$ cat src/logic/unused_guard.sv
`timescale 1ns/100ps

$ cat src/logic/spr_pkg.sv
package spr_pkg;

	// Timebase
	localparam int CLK_HZ          = 20_000_000;
	localparam int GOOD_DLY_MS     = 164;
	localparam int OFF_LEAD_MS     = 1;
	localparam int DEBOUNCE_MS     = 10;
	localparam int STBY_HOLD_NS    = 500;
	localparam int GOOD_DLY_CYC    = GOOD_DLY_MS * (CLK_HZ / 1000);
	localparam int OFF_LEAD_CYC    = OFF_LEAD_MS * (CLK_HZ / 1000);
	localparam int DEBOUNCE_CYC    = DEBOUNCE_MS * (CLK_HZ / 1000);
	localparam int STBY_HOLD_CYC   = (STBY_HOLD_NS * (CLK_HZ / 1_000_000) + 999) / 1000;

	// Register map, byte offsets
	localparam logic [3:0] REG_STATUS  = 4'h0;
	localparam logic [3:0] REG_EVENT   = 4'h4;
	localparam logic [3:0] REG_MASK    = 4'h8;
	localparam logic [3:0] REG_CONTROL = 4'hC;

	// Field layout per slot, and the control register enable bit
	localparam int STATUS_STRIDE = 8;
	localparam int EVENT_STRIDE  = 4;
	localparam int EV_MAIN_FAULT = 0;
	localparam int EV_STBY_FAULT = 1;
	localparam int EV_DLY_GOOD   = 2;
	localparam int EV_CARD_LOSS  = 3;
	localparam int CTRL_IRQ_EN   = 0;

	// Reset values and bus response codes
	localparam logic [31:0] MASK_RESET    = 32'h0000_0000;
	localparam logic [31:0] CONTROL_RESET = 32'h0000_0001;
	localparam logic [1:0]  RESP_OKAY     = 2'h0;
	localparam logic [1:0]  RESP_SLVERR   = 2'h2;

	// Pin levels of one slot
	typedef struct packed {
		logic main_power_request;
		logic standby_power_request;
		logic card_latched_n;
		logic override_n;
		logic main12_ok;
		logic main3_ok;
		logic standby_ok;
		logic main_trip;
		logic standby_trip;
	} spr_slot_in_type;

	// Idle pin levels held by the synchroniser in reset: no card, no override
	localparam spr_slot_in_type PIN_IDLE = 9'h060;

	// Slot state seen by the top
	typedef struct packed {
		logic latched;
		logic good;
		logic dly_good;
		logic main_fault;
		logic stby_fault;
		logic main_rearm;
		logic stby_rearm;
	} spr_slot_out_type;

endpackage

$ cat src/logic/spr_top.sv
// The AXI4-Lite register port and the placing of the registers were chosen for this implementation.
`timescale 1ns/100ps
module spr_top
	import spr_pkg::*;
#(
	parameter int NUM_SLOTS = 2,
	parameter int GOOD_DLY  = GOOD_DLY_CYC,
	parameter int OFF_LEAD  = OFF_LEAD_CYC,
	parameter int DEBOUNCE  = DEBOUNCE_CYC
) (
	input  wire logic                        aclk,
	input  wire logic                        aresetn,
	input  wire spr_slot_in_type [NUM_SLOTS-1:0] slot_pins,
	output logic [NUM_SLOTS-1:0]             slot_good_n,
	output logic [NUM_SLOTS-1:0]             delayed_slot_good_n,
	output logic [NUM_SLOTS-1:0]             main_fault_n,
	output logic [NUM_SLOTS-1:0]             standby_fault_n,
	output logic [NUM_SLOTS-1:0]             main_rearm,
	output logic [NUM_SLOTS-1:0]             standby_rearm,
	output logic                             system_good_o,
	output logic                             system_good_oe,
	output logic                             fault_int_n_o,
	output logic                             fault_int_n_oe,
	output logic                             irq,
	input  wire logic [3:0]                  s_axi_awaddr,
	input  wire logic                        s_axi_awvalid,
	output logic                             s_axi_awready,
	input  wire logic [31:0]                 s_axi_wdata,
	input  wire logic [3:0]                  s_axi_wstrb,
	input  wire logic                        s_axi_wvalid,
	output logic                             s_axi_wready,
	output logic [1:0]                       s_axi_bresp,
	output logic                             s_axi_bvalid,
	input  wire logic                        s_axi_bready,
	input  wire logic [3:0]                  s_axi_araddr,
	input  wire logic                        s_axi_arvalid,
	output logic                             s_axi_arready,
	output logic [31:0]                      s_axi_rdata,
	output logic [1:0]                       s_axi_rresp,
	output logic                             s_axi_rvalid,
	input  wire logic                        s_axi_rready
);
	if (NUM_SLOTS < 1 || NUM_SLOTS * STATUS_STRIDE > 32) begin : g_bad
		$error("spr_top: slot count not supported");
	end

	spr_slot_in_type  [NUM_SLOTS-1:0] pin_s1_ff, pin_s2_ff;
	spr_slot_out_type [NUM_SLOTS-1:0] so;
	logic [NUM_SLOTS-1:0] low_cond, ovr, lost, dly_prev_ff, mf_prev_ff, sf_prev_ff, lost_prev_ff, fault_vec;
	logic [31:0]          event_ff, mask_ff, control_ff, status_w, event_set;
	logic [31:0]          rdata_ff;
	logic [3:0]           awaddr_ff;
	logic [31:0]          wdata_ff;
	logic [3:0]           wstrb_ff;
	logic                 aw_have_ff, w_have_ff, bvalid_ff, rvalid_ff;
	logic [1:0]           bresp_ff, rresp_ff;
	logic                 sys_low_ff, int_ff, irq_ff;

	// Two-stage pin synchroniser
	always_ff @(posedge aclk) begin
		if (!aresetn) begin
			pin_s1_ff <= {NUM_SLOTS{PIN_IDLE}};
			pin_s2_ff <= {NUM_SLOTS{PIN_IDLE}};
		end else begin
			pin_s1_ff <= slot_pins;
			pin_s2_ff <= pin_s1_ff;
		end
	end

	// Per-slot sequencing and fault logic
	for (genvar i = 0; i < NUM_SLOTS; i++) begin : g_slot
		spr_slot #(
			.GOOD_DLY (GOOD_DLY),
			.OFF_LEAD (OFF_LEAD),
			.DEBOUNCE (DEBOUNCE)
		) u_slot (
			.aclk     (aclk),
			.aresetn  (aresetn),
			.si       (pin_s2_ff[i]),
			.so       (so[i])
		);
		assign ovr[i]  = !pin_s2_ff[i].override_n;
		assign lost[i] = !so[i].latched;
		// Main rails low while requested
		wire main_low  = pin_s2_ff[i].main_power_request && !(pin_s2_ff[i].main12_ok && pin_s2_ff[i].main3_ok);
		// Standby rail low while requested
		wire stby_low  = pin_s2_ff[i].standby_power_request && !pin_s2_ff[i].standby_ok;
		assign low_cond[i] = so[i].latched && !ovr[i] && (main_low || stby_low);
		// Status word fields
		assign status_w[i*STATUS_STRIDE +: STATUS_STRIDE] = {2'b00, ovr[i], so[i].stby_fault,
			so[i].main_fault, so[i].dly_good, so[i].good, so[i].latched};
		// Event sources
		assign event_set[i*EVENT_STRIDE + EV_MAIN_FAULT] = so[i].main_fault && !mf_prev_ff[i];
		assign event_set[i*EVENT_STRIDE + EV_STBY_FAULT] = so[i].stby_fault && !sf_prev_ff[i];
		assign event_set[i*EVENT_STRIDE + EV_DLY_GOOD]   = so[i].dly_good && !dly_prev_ff[i];
		// Card removed: rising pin level, not debounced
		assign event_set[i*EVENT_STRIDE + EV_CARD_LOSS]  = pin_s2_ff[i].card_latched_n && !lost_prev_ff[i];
	end
	if (NUM_SLOTS * STATUS_STRIDE < 32) begin : g_stat_pad
		assign status_w[31:NUM_SLOTS*STATUS_STRIDE] = '0;
	end
	if (NUM_SLOTS * EVENT_STRIDE < 32) begin : g_ev_pad
		assign event_set[31:NUM_SLOTS*EVENT_STRIDE] = '0;
	end

	// Edge history for event detection
	always_ff @(posedge aclk) begin
		if (!aresetn) begin
			dly_prev_ff  <= '0;
			mf_prev_ff   <= '0;
			sf_prev_ff   <= '0;
			lost_prev_ff <= '1;
		end else begin
			for (int i = 0; i < NUM_SLOTS; i++) begin
				dly_prev_ff[i]  <= so[i].dly_good;
				mf_prev_ff[i]   <= so[i].main_fault;
				sf_prev_ff[i]   <= so[i].stby_fault;
				lost_prev_ff[i] <= pin_s2_ff[i].card_latched_n;
			end
		end
	end

	// Pin outputs; override wins on the goods
	always_ff @(posedge aclk) begin
		if (!aresetn) begin
			slot_good_n         <= '1;
			delayed_slot_good_n <= '1;
			main_fault_n        <= '1;
			standby_fault_n     <= '1;
			main_rearm          <= '0;
			standby_rearm       <= '0;
			sys_low_ff          <= 1'b0;
			int_ff              <= 1'b0;
		end else begin
			for (int i = 0; i < NUM_SLOTS; i++) begin
				slot_good_n[i]         <= !(so[i].good || ovr[i]);
				delayed_slot_good_n[i] <= !(so[i].dly_good || ovr[i]);
				main_fault_n[i]        <= !(so[i].main_fault && !ovr[i]);
				standby_fault_n[i]     <= !(so[i].stby_fault && !ovr[i]);
				main_rearm[i]          <= so[i].main_rearm;
				standby_rearm[i]       <= so[i].stby_rearm;
			end
			sys_low_ff <= |low_cond;
			int_ff     <= |(fault_vec & ~ovr);
		end
	end

	// Any slot fault, main or standby
	always_comb begin
		fault_vec = '0;
		for (int i = 0; i < NUM_SLOTS; i++) begin
			fault_vec[i] = so[i].main_fault || so[i].stby_fault;
		end
	end

	// Open-drain drive: low only when enabled
	assign system_good_o  = 1'b0;
	assign system_good_oe = sys_low_ff;
	assign fault_int_n_o  = 1'b0;
	assign fault_int_n_oe = int_ff;

	// Bus write decode
	wire       aw_take  = s_axi_awvalid && s_axi_awready;
	wire       w_take   = s_axi_wvalid && s_axi_wready;
	wire       wr_go    = aw_have_ff && w_have_ff && !bvalid_ff;
	wire       wr_event = wr_go && (awaddr_ff[3:2] == REG_EVENT[3:2]);
	wire       wr_mask  = wr_go && (awaddr_ff[3:2] == REG_MASK[3:2]);
	wire       wr_ctrl  = wr_go && (awaddr_ff[3:2] == REG_CONTROL[3:2]);
	wire       wr_ok    = wr_event || wr_mask || wr_ctrl;
	wire [31:0] wmask   = {{8{wstrb_ff[3]}}, {8{wstrb_ff[2]}}, {8{wstrb_ff[1]}}, {8{wstrb_ff[0]}}};
	wire [31:0] w1c     = wr_event ? (wdata_ff & wmask) : 32'h0000_0000;
	assign s_axi_awready = !aw_have_ff && !bvalid_ff;
	assign s_axi_wready  = !w_have_ff && !bvalid_ff;
	assign s_axi_bvalid  = bvalid_ff;
	assign s_axi_bresp   = bresp_ff;

	// Write channel holding registers and response
	always_ff @(posedge aclk) begin
		if (!aresetn) begin
			aw_have_ff <= 1'b0;
			w_have_ff  <= 1'b0;
			bvalid_ff  <= 1'b0;
			bresp_ff   <= RESP_OKAY;
			awaddr_ff  <= 4'h0;
			wdata_ff   <= 32'h0000_0000;
			wstrb_ff   <= 4'h0;
		end else begin
			if (aw_take) begin
				aw_have_ff <= 1'b1;
				awaddr_ff  <= s_axi_awaddr;
			end
			if (w_take) begin
				w_have_ff <= 1'b1;
				wdata_ff  <= s_axi_wdata;
				wstrb_ff  <= s_axi_wstrb;
			end
			if (wr_go) begin
				aw_have_ff <= 1'b0;
				w_have_ff  <= 1'b0;
				bvalid_ff  <= 1'b1;
				bresp_ff   <= wr_ok ? RESP_OKAY : RESP_SLVERR;
			end else if (bvalid_ff && s_axi_bready) begin
				bvalid_ff <= 1'b0;
			end
		end
	end

	// Sticky events, mask and control; set wins over clear
	always_ff @(posedge aclk) begin
		if (!aresetn) begin
			event_ff   <= 32'h0000_0000;
			mask_ff    <= MASK_RESET;
			control_ff <= CONTROL_RESET;
			irq_ff     <= 1'b0;
		end else begin
			event_ff <= (event_ff & ~w1c) | event_set;
			if (wr_mask) begin
				mask_ff <= (mask_ff & ~wmask) | (wdata_ff & wmask);
			end
			if (wr_ctrl) begin
				control_ff <= (control_ff & ~wmask) | (wdata_ff & wmask);
			end
			irq_ff <= control_ff[CTRL_IRQ_EN] && |(event_ff & mask_ff);
		end
	end
	assign irq = irq_ff;

	// Read decode
	wire [1:0]  rsel  = s_axi_araddr[3:2];
	wire        rd_ok = 1'b1;
	wire [31:0] rmux  = (rsel == REG_STATUS[3:2])  ? status_w :
	                    (rsel == REG_EVENT[3:2])   ? event_ff :
	                    (rsel == REG_MASK[3:2])    ? mask_ff  : control_ff;
	assign s_axi_arready = !rvalid_ff;
	assign s_axi_rvalid  = rvalid_ff;
	assign s_axi_rdata   = rdata_ff;
	assign s_axi_rresp   = rresp_ff;

	// Read data and response
	always_ff @(posedge aclk) begin
		if (!aresetn) begin
			rvalid_ff <= 1'b0;
			rdata_ff  <= 32'h0000_0000;
			rresp_ff  <= RESP_OKAY;
		end else if (s_axi_arvalid && !rvalid_ff) begin
			rvalid_ff <= 1'b1;
			rdata_ff  <= rmux;
			rresp_ff  <= rd_ok ? RESP_OKAY : RESP_SLVERR;
		end else if (rvalid_ff && s_axi_rready) begin
			rvalid_ff <= 1'b0;
		end
	end

	// Checks
	chk_override_goods: assert property (@(posedge aclk) disable iff (!aresetn)
		ovr[0] |=> !slot_good_n[0] && !delayed_slot_good_n[0] && main_fault_n[0] && standby_fault_n[0])
		else $error("override did not force slot outputs");
	chk_int_on_fault: assert property (@(posedge aclk) disable iff (!aresetn)
		(so[0].main_fault || so[0].stby_fault) && !ovr[0] |=> fault_int_n_oe)
		else $error("fault without interrupt");
	chk_int_with_faults: assert property (@(posedge aclk) disable iff (!aresetn)
		fault_int_n_oe |-> !(&main_fault_n) || !(&standby_fault_n))
		else $error("interrupt without a fault output");
	chk_sysgood_undriven: assert property (@(posedge aclk) disable iff (!aresetn)
		$past(low_cond == '0) |-> !system_good_oe) else $error("system good driven idle");
	chk_sysgood_slot_a: assert property (@(posedge aclk) disable iff (!aresetn)
		so[0].latched && !ovr[0] && pin_s2_ff[0].main_power_request && !pin_s2_ff[0].main12_ok
		|=> system_good_oe) else $error("main rail low not reported");
	chk_event_sticky: assert property (@(posedge aclk) disable iff (!aresetn)
		event_ff[(NUM_SLOTS-1)*EVENT_STRIDE + EV_MAIN_FAULT] && !wr_event
		|=> event_ff[(NUM_SLOTS-1)*EVENT_STRIDE + EV_MAIN_FAULT])
		else $error("event bit lost without clear");
	cov_sysgood_low: cover property (@(posedge aclk) disable iff (!aresetn) $rose(system_good_oe));
	cov_irq: cover property (@(posedge aclk) disable iff (!aresetn) $rose(irq));
	cov_card_loss: cover property (@(posedge aclk) disable iff (!aresetn) event_set[EV_CARD_LOSS]);

	// Per-slot pin checks
	for (genvar i = 0; i < NUM_SLOTS; i++) begin : g_chk
		chk_sysgood_main_low: assert property (@(posedge aclk) disable iff (!aresetn)
			so[i].latched && pin_s2_ff[i].override_n && pin_s2_ff[i].main_power_request
			&& !(pin_s2_ff[i].main12_ok && pin_s2_ff[i].main3_ok)
			|=> system_good_oe) else $error("main rail low not reported");
		chk_sysgood_stby_low: assert property (@(posedge aclk) disable iff (!aresetn)
			so[i].latched && pin_s2_ff[i].override_n && pin_s2_ff[i].standby_power_request
			&& !pin_s2_ff[i].standby_ok
			|=> system_good_oe) else $error("standby rail low not reported");
		chk_fault_pin_main: assert property (@(posedge aclk) disable iff (!aresetn)
			so[i].main_fault && !ovr[i] |=> !main_fault_n[i])
			else $error("main fault pin not asserted");
		chk_fault_pin_stby: assert property (@(posedge aclk) disable iff (!aresetn)
			so[i].stby_fault && !ovr[i] |=> !standby_fault_n[i])
			else $error("standby fault pin not asserted");
		chk_card_loss_pins: assert property (@(posedge aclk) disable iff (!aresetn)
			lost[i] && !ovr[i] ##1 !ovr[i] |=> slot_good_n[i] && delayed_slot_good_n[i])
			else $error("goods kept after card loss");
		chk_rearm_one_cycle: assert property (@(posedge aclk) disable iff (!aresetn)
			main_rearm[i] |=> !main_rearm[i])
			else $error("re-arm pulse longer than one cycle");
	end

	// A taken answer is withdrawn at once
	chk_bresp_taken: assert property (@(posedge aclk) disable iff (!aresetn)
		s_axi_bvalid && s_axi_bready |=> !s_axi_bvalid)
		else $error("write response repeated");
	chk_rdata_taken: assert property (@(posedge aclk) disable iff (!aresetn)
		s_axi_rvalid && s_axi_rready |=> !s_axi_rvalid)
		else $error("read data repeated");

endmodule // spr_top

$ cat src/logic/spr_slot.sv
`timescale 1ns/100ps
module spr_slot
	import spr_pkg::*;
#(
	parameter int GOOD_DLY = GOOD_DLY_CYC,
	parameter int OFF_LEAD = OFF_LEAD_CYC,
	parameter int DEBOUNCE = DEBOUNCE_CYC
) (
	input  wire logic             aclk,
	input  wire logic             aresetn,
	input  wire spr_slot_in_type  si,
	output spr_slot_out_type      so
);
	localparam int DW = $clog2(GOOD_DLY + 1);
	localparam int OW = $clog2(OFF_LEAD + 1);
	localparam int BW = $clog2(DEBOUNCE + 1);
	localparam int HW = $clog2(STBY_HOLD_CYC + 1);

	if (GOOD_DLY < 2 || OFF_LEAD < 1 || DEBOUNCE < 1) begin : g_bad
		$error("spr_slot: delay counts too small");
	end

	logic [BW-1:0] deb_cnt_ff;
	logic [DW-1:0] dly_cnt_ff;
	logic [OW-1:0] off_cnt_ff;
	logic [HW-1:0] low_cnt_ff;
	logic          good_ff, dly_ff, main_req_d_ff, stby_req_d_ff;
	logic          main_fault_ff, stby_fault_ff, main_seen_ff, stby_seen_ff, stby_arm_ff;
	logic          main_rearm_ff, stby_rearm_ff;

	// Decode of slot conditions
	wire card_in    = !si.card_latched_n;
	wire latched    = card_in && (deb_cnt_ff == BW'(DEBOUNCE));
	wire main_fall  = main_req_d_ff && !si.main_power_request;
	wire stby_fall  = stby_req_d_ff && !si.standby_power_request;
	wire req_fall   = main_fall || stby_fall;
	wire faulted    = main_fault_ff || stby_fault_ff;
	wire main_rails = !si.main_power_request || (si.main12_ok && si.main3_ok);
	wire stby_rail  = !si.standby_power_request || si.standby_ok;
	wire any_req    = si.main_power_request || si.standby_power_request;
	wire want       = latched && any_req && main_rails && stby_rail && !faulted;
	wire stby_held  = stby_arm_ff && !si.standby_power_request && (low_cnt_ff == HW'(STBY_HOLD_CYC - 1));
	wire stby_ok_cl = stby_seen_ff || stby_held;
	wire main_ok_cl = main_seen_ff || main_fall;
	wire clr_main   = main_fault_ff && main_ok_cl && (!stby_fault_ff || stby_ok_cl);
	wire clr_stby   = stby_fault_ff && stby_ok_cl && (!main_fault_ff || main_ok_cl);
	wire ovr        = !si.override_n;

	// Card debounce; loss drops at once
	always_ff @(posedge aclk) begin
		if (!aresetn || !card_in) begin
			deb_cnt_ff <= '0;
		end else if (deb_cnt_ff != BW'(DEBOUNCE)) begin
			deb_cnt_ff <= deb_cnt_ff + 1'b1;
		end
	end

	// Slot good with 1 ms trailing hold
	always_ff @(posedge aclk) begin
		if (!aresetn || !latched) begin
			good_ff    <= 1'b0;
			off_cnt_ff <= '0;
		end else if (want) begin
			good_ff    <= 1'b1;
			off_cnt_ff <= '0;
		end else if (good_ff) begin
			off_cnt_ff <= off_cnt_ff + 1'b1;
			good_ff    <= (off_cnt_ff != OW'(OFF_LEAD));
		end
	end

	// Delayed good counter
	always_ff @(posedge aclk) begin
		if (!aresetn || !want || !good_ff || req_fall) begin
			dly_ff     <= 1'b0;
			dly_cnt_ff <= '0;
		end else if (!dly_ff) begin
			dly_cnt_ff <= dly_cnt_ff + 1'b1;
			dly_ff     <= (dly_cnt_ff == DW'(GOOD_DLY - 1));
		end
	end

	// Request edge history and standby low timer
	always_ff @(posedge aclk) begin
		if (!aresetn) begin
			main_req_d_ff <= 1'b0;
			stby_req_d_ff <= 1'b0;
			low_cnt_ff    <= '0;
			stby_arm_ff   <= 1'b0;
		end else begin
			main_req_d_ff <= si.main_power_request;
			stby_req_d_ff <= si.standby_power_request;
			if (si.standby_power_request) begin
				low_cnt_ff  <= '0;
				stby_arm_ff <= 1'b1;
			end else if (stby_held) begin
				stby_arm_ff <= 1'b0;
			end else if (stby_arm_ff) begin
				low_cnt_ff  <= low_cnt_ff + 1'b1;
			end
		end
	end

	// Fault flags; a trip wins over a clear
	always_ff @(posedge aclk) begin
		if (!aresetn) begin
			main_fault_ff <= 1'b0;
			stby_fault_ff <= 1'b0;
			main_seen_ff  <= 1'b0;
			stby_seen_ff  <= 1'b0;
			main_rearm_ff <= 1'b0;
			stby_rearm_ff <= 1'b0;
		end else begin
			main_fault_ff <= (si.main_trip && !ovr) || (main_fault_ff && !clr_main);
			stby_fault_ff <= (si.standby_trip && !ovr) || (stby_fault_ff && !clr_stby);
			main_seen_ff  <= main_fault_ff && !clr_main && main_ok_cl;
			stby_seen_ff  <= stby_fault_ff && !clr_stby && stby_ok_cl;
			main_rearm_ff <= clr_main;
			stby_rearm_ff <= clr_stby;
		end
	end

	assign so = '{latched: latched, good: good_ff, dly_good: dly_ff, main_fault: main_fault_ff,
		stby_fault: stby_fault_ff, main_rearm: main_rearm_ff, stby_rearm: stby_rearm_ff};

	// Checks
	chk_dly_needs_good: assert property (@(posedge aclk) disable iff (!aresetn)
		dly_ff |-> good_ff) else $error("delayed good without slot good");
	chk_dly_req_fall: assert property (@(posedge aclk) disable iff (!aresetn)
		req_fall |=> !dly_ff) else $error("delayed good kept after request fall");
	chk_good_outlasts_dly: assert property (@(posedge aclk) disable iff (!aresetn)
		$fell(good_ff) && $past(latched) |-> $past(!dly_ff, 1) && $past(!want, 1))
		else $error("slot good dropped before delayed good");
	chk_card_loss_off: assert property (@(posedge aclk) disable iff (!aresetn)
		!card_in |=> !good_ff && !dly_ff) else $error("outputs kept after card loss");
	chk_stby_clear_hold: assert property (@(posedge aclk) disable iff (!aresetn)
		$fell(stby_fault_ff) |-> $past(!si.standby_power_request, 1) && $past(!si.standby_power_request, 9))
		else $error("standby fault cleared without 0.5 us low");
	chk_both_faults_pair: assert property (@(posedge aclk) disable iff (!aresetn)
		main_fault_ff && stby_fault_ff && !main_fall && !main_seen_ff |=> stby_fault_ff)
		else $error("standby fault released before main edge");
	cov_dly_good: cover property (@(posedge aclk) disable iff (!aresetn) $rose(dly_ff));
	cov_double_fault_clear: cover property (@(posedge aclk) disable iff (!aresetn)
		$fell(main_fault_ff) && $fell(stby_fault_ff));

endmodule // spr_slot

$ cat config.mk
export PLATFORM = sky130hd
export DESIGN_NAME = spr_top
export DESIGN_NICKNAME = d
export VERILOG_FILES = /design/src/logic/unused_guard.sv /design/src/logic/spr_pkg.sv /design/src/logic/spr_top.sv /design/src/logic/spr_slot.sv
export SDC_FILE = /design/constraint.sdc
export NUM_CORES = 1
export LEC_CHECK = 0
export ABC_AREA = 1
export ABC_CLOCK_PERIOD_IN_PS = 1600
export BUFFER_PORTS_ARGS = -buffer_cell sky130_fd_sc_hd__buf_2
export CAP_MARGIN = 15
export CELL_PAD_IN_SITES_DETAIL_PLACEMENT = 1
export CELL_PAD_IN_SITES_GLOBAL_PLACEMENT = 1
export CORE_MARGIN = 10
export CORE_UTILIZATION = 39
export CTS_CLUSTER_SIZE = 24
export DETAILED_ROUTE_END_ITERATION = 16
export GPL_TIMING_DRIVEN = 0
export PLACE_DENSITY_LB_ADDON = 0.1
export SYNTH_ARGS = -nofsm -noshare
export SYNTH_HDL_FRONTEND = slang
export SYNTH_SLANG_ARGS = --single-unit
$ cat constraint.sdc
create_clock -name aclk -period 1.6 [get_ports aclk]
set_input_delay 0.08 -clock aclk [delete_from_list [all_inputs] [get_ports aclk]]
set_output_delay 0.08 -clock aclk [all_outputs]
set_load 0.1 [all_outputs]
---- Word-level counts from Yosys, hierarchy flattened ----
Index checks and enable logic that the tools add are counted.
word-level totals
  input port bits ......................... 69
  flip-flop bits (word level) ............. 373
  output and inout bits ................... 58
  word-level logic and storage cells ...... 325
operators by class
  bitwise operators ....................... 15
  multiplexer cells ....................... 19
  reductions and logical operators ........ 177
  equal/unequal tests ..................... 15
  $add $sub $neg .......................... 8
operators by type and width
  operator                 count
  $and A32 B32 Y32         5
  $mux W32                 4
  $logic_and A1 B1 Y1      73
  $not A32 Y32             2
  $or A32 B32 Y32          2
  $logic_not A1 Y1         49
  $add A22 B1 Y22 const B  2
  $eq A22 B22 Y1 const B   2
  $logic_or A1 B1 Y1       40
  $add A18 B1 Y18 const B  2
  $eq A18 B18 Y1 const B   2
  $ne A18 B18 Y1 const B   2
  $or A32 B8 Y32           1
  $reduce_or A32 Y1        1
  $add A15 B1 Y15 const B  2
  $ne A15 B15 Y1 const B   2
  $mux W1                  14
  $reduce_or A2 Y1         7
  $add A4 B1 Y4 const B    2
  $eq A4 B4 Y1 const B     2
  $reduce_bool A2 Y1       4
  $eq A2 B2 Y1 const B     3
  $eq A2 B1 Y1 const B     2
  $reduce_and A2 Y1        2
  5 further kinds          7

---- Logic depth before layout (Yosys ltp) ----
  word-level depth ........................ 10
  gate-level depth with buffers ........... 10
  depth with buffers taken out ............ 10

---- By module ----
Synthesis repeated with hierarchy kept, for this count alone.
unflattened totals
  cell total of the unflattened synthesis .. 2283
  area, all modules ....................... 16382.0 um2
by module, submodules not included
  module                        area an instance (um2)  times used  cells an instance  seq. area each (um2)
  spr_top                       9048.7                  1           1250               4604.4
  spr_slot at g_slot[1].u_slot  3747.3                  1           538                1401.3
  spr_slot at g_slot[0].u_slot  3585.9                  1           495                1401.3

---- Worst setup path after synthesis ----
Ideal clock, no wire load.
  path type ............................... register to register
  start point ............................. register bvalid_ff, in the netlist s_axi_bvalid
  end point ............................... register wstrb_ff[2]
  path buffers ............................ 1
  arrival ................................. 3.070 ns
  path slack .............................. -1.534 ns
  stages on the path, launching flop included .. 7
  period minus slack after synthesis ...... 3.134 ns
  data required time ...................... 1.535 ns
  path through ............................ dfxtp_1 nor2_1 nand2_1 inv_1 buf_1 nor2_1 nor2_1
between the ends
  longest elaborated chain between the ends .. 3
RTL lines
  item                    line            text
  start, declared         spr_top.sv:55   logic aw_have_ff, w_have_ff, bvalid_ff, rvalid_ff;
  start signal, assigned  spr_top.sv:182  bvalid_ff <= 1'b0;
  start signal, assigned  spr_top.sv:200  bvalid_ff <= 1'b1;
  start signal, assigned  spr_top.sv:203  bvalid_ff <= 1'b0;
  $logic_not A1 Y1        spr_top.sv:173  assign s_axi_wready = !w_have_ff && !bvalid_ff;
  $logic_and A1 B1 Y1     spr_top.sv:173
  via s_axi_wready        spr_top.sv:31   output logic s_axi_wready,
  $logic_and A1 B1 Y1     spr_top.sv:164  wire w_take = s_axi_wvalid && s_axi_wready;
  end signal, assigned    spr_top.sv:195  wstrb_ff <= s_axi_wstrb;
  end, declared           spr_top.sv:54   logic [3:0] wstrb_ff;
The timed path passes the listed nets, and every way through them passes these cells.
A chain may end at the register's enable or synchronous reset.

---- Worst setup path after layout ----
  start point ............................. register g_slot[0].u_slot.deb_cnt_ff[0]
  end point ............................... register g_slot[0].u_slot.off_cnt_ff[10]
between the ends
  longest elaborated chain between the ends .. 7
RTL lines
  item                               line            text
  start, declared                    spr_slot.sv:23  logic [BW-1:0] deb_cnt_ff;
  start signal, assigned             spr_slot.sv:54  deb_cnt_ff <= deb_cnt_ff + 1'b1;
  $eq A18 B18 Y1 (*)                 spr_slot.sv:33  wire latched = card_in && (deb_cnt_ff == BW'(DEBOUNCE));
  $logic_and A1 B1 Y1 (*)            spr_slot.sv:33
  $logic_and A1 B1 Y1 (4 in series)  spr_slot.sv:41  wire want = latched && any_req && main_rails && stby_rail && !faulted;
  $reduce_or A2 Y1 (no line) (*)     -
  end signal, assigned               spr_slot.sv:67  off_cnt_ff <= off_cnt_ff + 1'b1;
  end, declared                      spr_slot.sv:25  logic [OW-1:0] off_cnt_ff;
Every way passes the cells marked *; elsewhere a longest branch is shown, timed or not.

==> impl_metrics.tcl <==
set metrics [dict create \
    synth_seq_area_share 0.480 \
    wl_mm 52.5 \
    vdd_drop_max_v 0.000895 \
    drv_cap 0 \
    clk_transition_reported_paths_ps 60 \
    tns_ps -151 \
    start_util 0.397 \
    final_max_slew_viol_count 0 \
    first_iter_violations 752 \
    final_core_util 0.523 \
    yosysWarningCount 0 \
    mostFrequentLayoutCells "nand2_1 (353), dfxtp_1 (342), inv_1 (254)" \
    grt_max_degree 15 \
    numPortBuffers 116 \
    synthArstFlopShare 0 \
    htree_levels 2 \
    wire_per_inst_um 17.9 \
    die-area_sq_mm 0.0480 \
    p_leak_nw 8.20 \
    endpoint_kind "flop" \
    setup_slack_ps -23.6 \
    hold_viol 0 \
    synth_edf_count 0 \
    cts_tree "done" \
    routed_via_density 5.06 \
    max_slew_margin 0.500 \
    crit_required_ps 2090 \
    grt_remaining_overflow 0 \
    period_needed_ps 1620 \
    synth.distinct_cells 53 \
    coreArea_sq_mm 0.0389 \
    fin_crit_sh 1.01 \
    drive_above_1_share 0.217 \
    netlist.top_cell.by_area "dfxtp_1" \
    ioPinCount 127 \
    first_pass_iters 4 \
    die_w_um 219 \
    ant_nets 0 \
    skew_ps 18.9 \
    synth_area_sq_mm 0.0154 \
    rows 72 \
    arrival_ps 2110 \
    area_growth_pct 31.9 \
    root_buffer "clkbuf_16" \
    clock_path_buffers 3 \
    ys_top_cells_by_area "dfxtp_1 (48%), nand2_1 (9.3%), inv_1 (6.7%)" \
    final_nets 2469 \
    max_clock_freq_mhz 616 \
    cts_inserted_buffers 43 \
    cts_sinks 370 \
    diodes 0 \
    clk_latency_ps 570 \
    die_h_um 219 \
    drt_drc_violations_left 0 \
    power_mw 21.8 \
    cellPowerDensity_mw_per_mm2 1070 \
    worst_pin_slew_ps 750 \
    setup_viol 16 \
    dp_hpwl_mm 36.4 \
    final_common_cell "nand2_1" \
    avgSynthCellArea_sq_um 7.36 \
    synth_flop_cell "dfxtp_1" \
    gp_congestion 0.845 \
    synthCells 2099 \
    antenna_found_initial 0 \
    path_class "flop to flop" \
    fillCellCount 4825 \
    hp-class "input pin to flop" \
    final_cell_area_sq_mm 0.0204 \
    violations "setup timing" \
    groute.usage.overall 0.209 \
    first_global_vias 15200 \
    crit_path_start_kind "flop" \
    outcome "complete, but fails checks" \
    yosys.area.top_type_share 0.480 \
    cp_max_fo 6 \
    grt_pass1_wl_mm 81.1 \
    rsz0062_at_grt "true" \
    ys_ff_latch 370 \
    num_vias 14800 \
    dpl_cell_area_sq_mm 0.0168 \
]
## final cells by class
type | instances | area (sq um) | share of cell area
Clock buffer | 60 | 1250 | 0.0615
Timing Repair Buffer | 244 | 1820 | 0.0895
Clock inverter | 12 | 214 | 0.0105
Sequential cell | 370 | 7460 | 0.366
Inverter | 286 | 1100 | 0.0539
Multi-Input combinational cell | 1365 | 7380 | 0.362
Buffer | 76 | 497 | 0.0244
Tap cell | 518 | 648 | 0.0318
## synth_stat cells, drive strengths merged, types with 19 or more instances
master,instances
a21oi,195
buf,33
clkbuf,49
dfxtp,370
inv,285
nand2,385
nand3,123
nand4,27
nor2,265
nor3,45
o21ai,205
o22ai,19
## per-layer routing
layer  track usage  vias up  share of wire  wire, um
met5             0        -              0         0
met4        0.0648        0          0.025      1330
met3        0.0300       84          0.031      1630
met2         0.372      224           0.50     26200
met1         0.256     7218           0.44     23300
li1              -     7313              -         -
## power breakdown
part	switching, mW	total [mW]	internal [mW]
Combinational	1.30	1.82	0.523
Clock	3.91	10.3	6.39
Sequential	0.238	9.68	9.44
## path summary, 6_finish.rpt
| kind | start | endpoint | slack (ps) | cells past startpoint |
|---|---|---|---|---|
| worst min register to register | pin_s1_ff[6] | pin_s2_ff[6] | 410 | 1 |
| worst max register to register | g_slot[0].u_slot.deb_cnt_ff[0] | g_slot[0].u_slot.off_cnt_ff[10] | -20 | 10 |
| worst min-delay path | s_axi_araddr[2] | s_axi_rdata[2] | 30 | 4 |
| worst max-delay path | g_slot[0].u_slot.deb_cnt_ff[0] | g_slot[0].u_slot.off_cnt_ff[10] | -20 | 10 |
## through the flow
step           worst slack (ps)  hold slack, ps  instances
2_1_floorplan              -329             178       2103
3_3_place_gp               -671             265       2737
3_5_place_dp               -592             270       2737
4_1_cts                    -112            6.34       2899
5_1_grt                    -140            45.8       2931
6_report                  -23.6            32.3       2931
## kinds of logic (layout without fill, tap and decap cells)
kind of cell | after synthesis | after routing | synth area share
fa+ha+maj | 14 | 14 | 0.0113
flops | 370 | 370 | 0.480
buf+inv | 368 | 678 | 0.0944
other cells | 1 | 5 | 0.000243
simple gates | 880 | 880 | 0.251
xor+xnor | 25 | 25 | 0.0142
compound gates | 441 | 441 | 0.149
## repair_timing
| item | in CTS | in global routing |
|---|---|---|
| cloned | 4 | 3 |
| gates resized for setup | 84 | 216 |
| pin swaps | 21 | 62 |
| hold buffers | 63 | 0 |
| hold endpoints to repair | 61 | 0 |
| setup buffers | 25 | 33 |
| endpoints found under the setup margin | 184 | 185 |
## worst max-delay path, stage by stage, from the launching register on
cell and delay (ps):
dfxtp_4 360, inv_4 70, ha_4 130, nand2_4 50
nor2_4 140, nand3_4 100, nor2_8 170, buf_6 130
nand3b_4 110, buf_8 170, nor3b_2 130
Note: power is estimated with default switching activity, not from simulation.
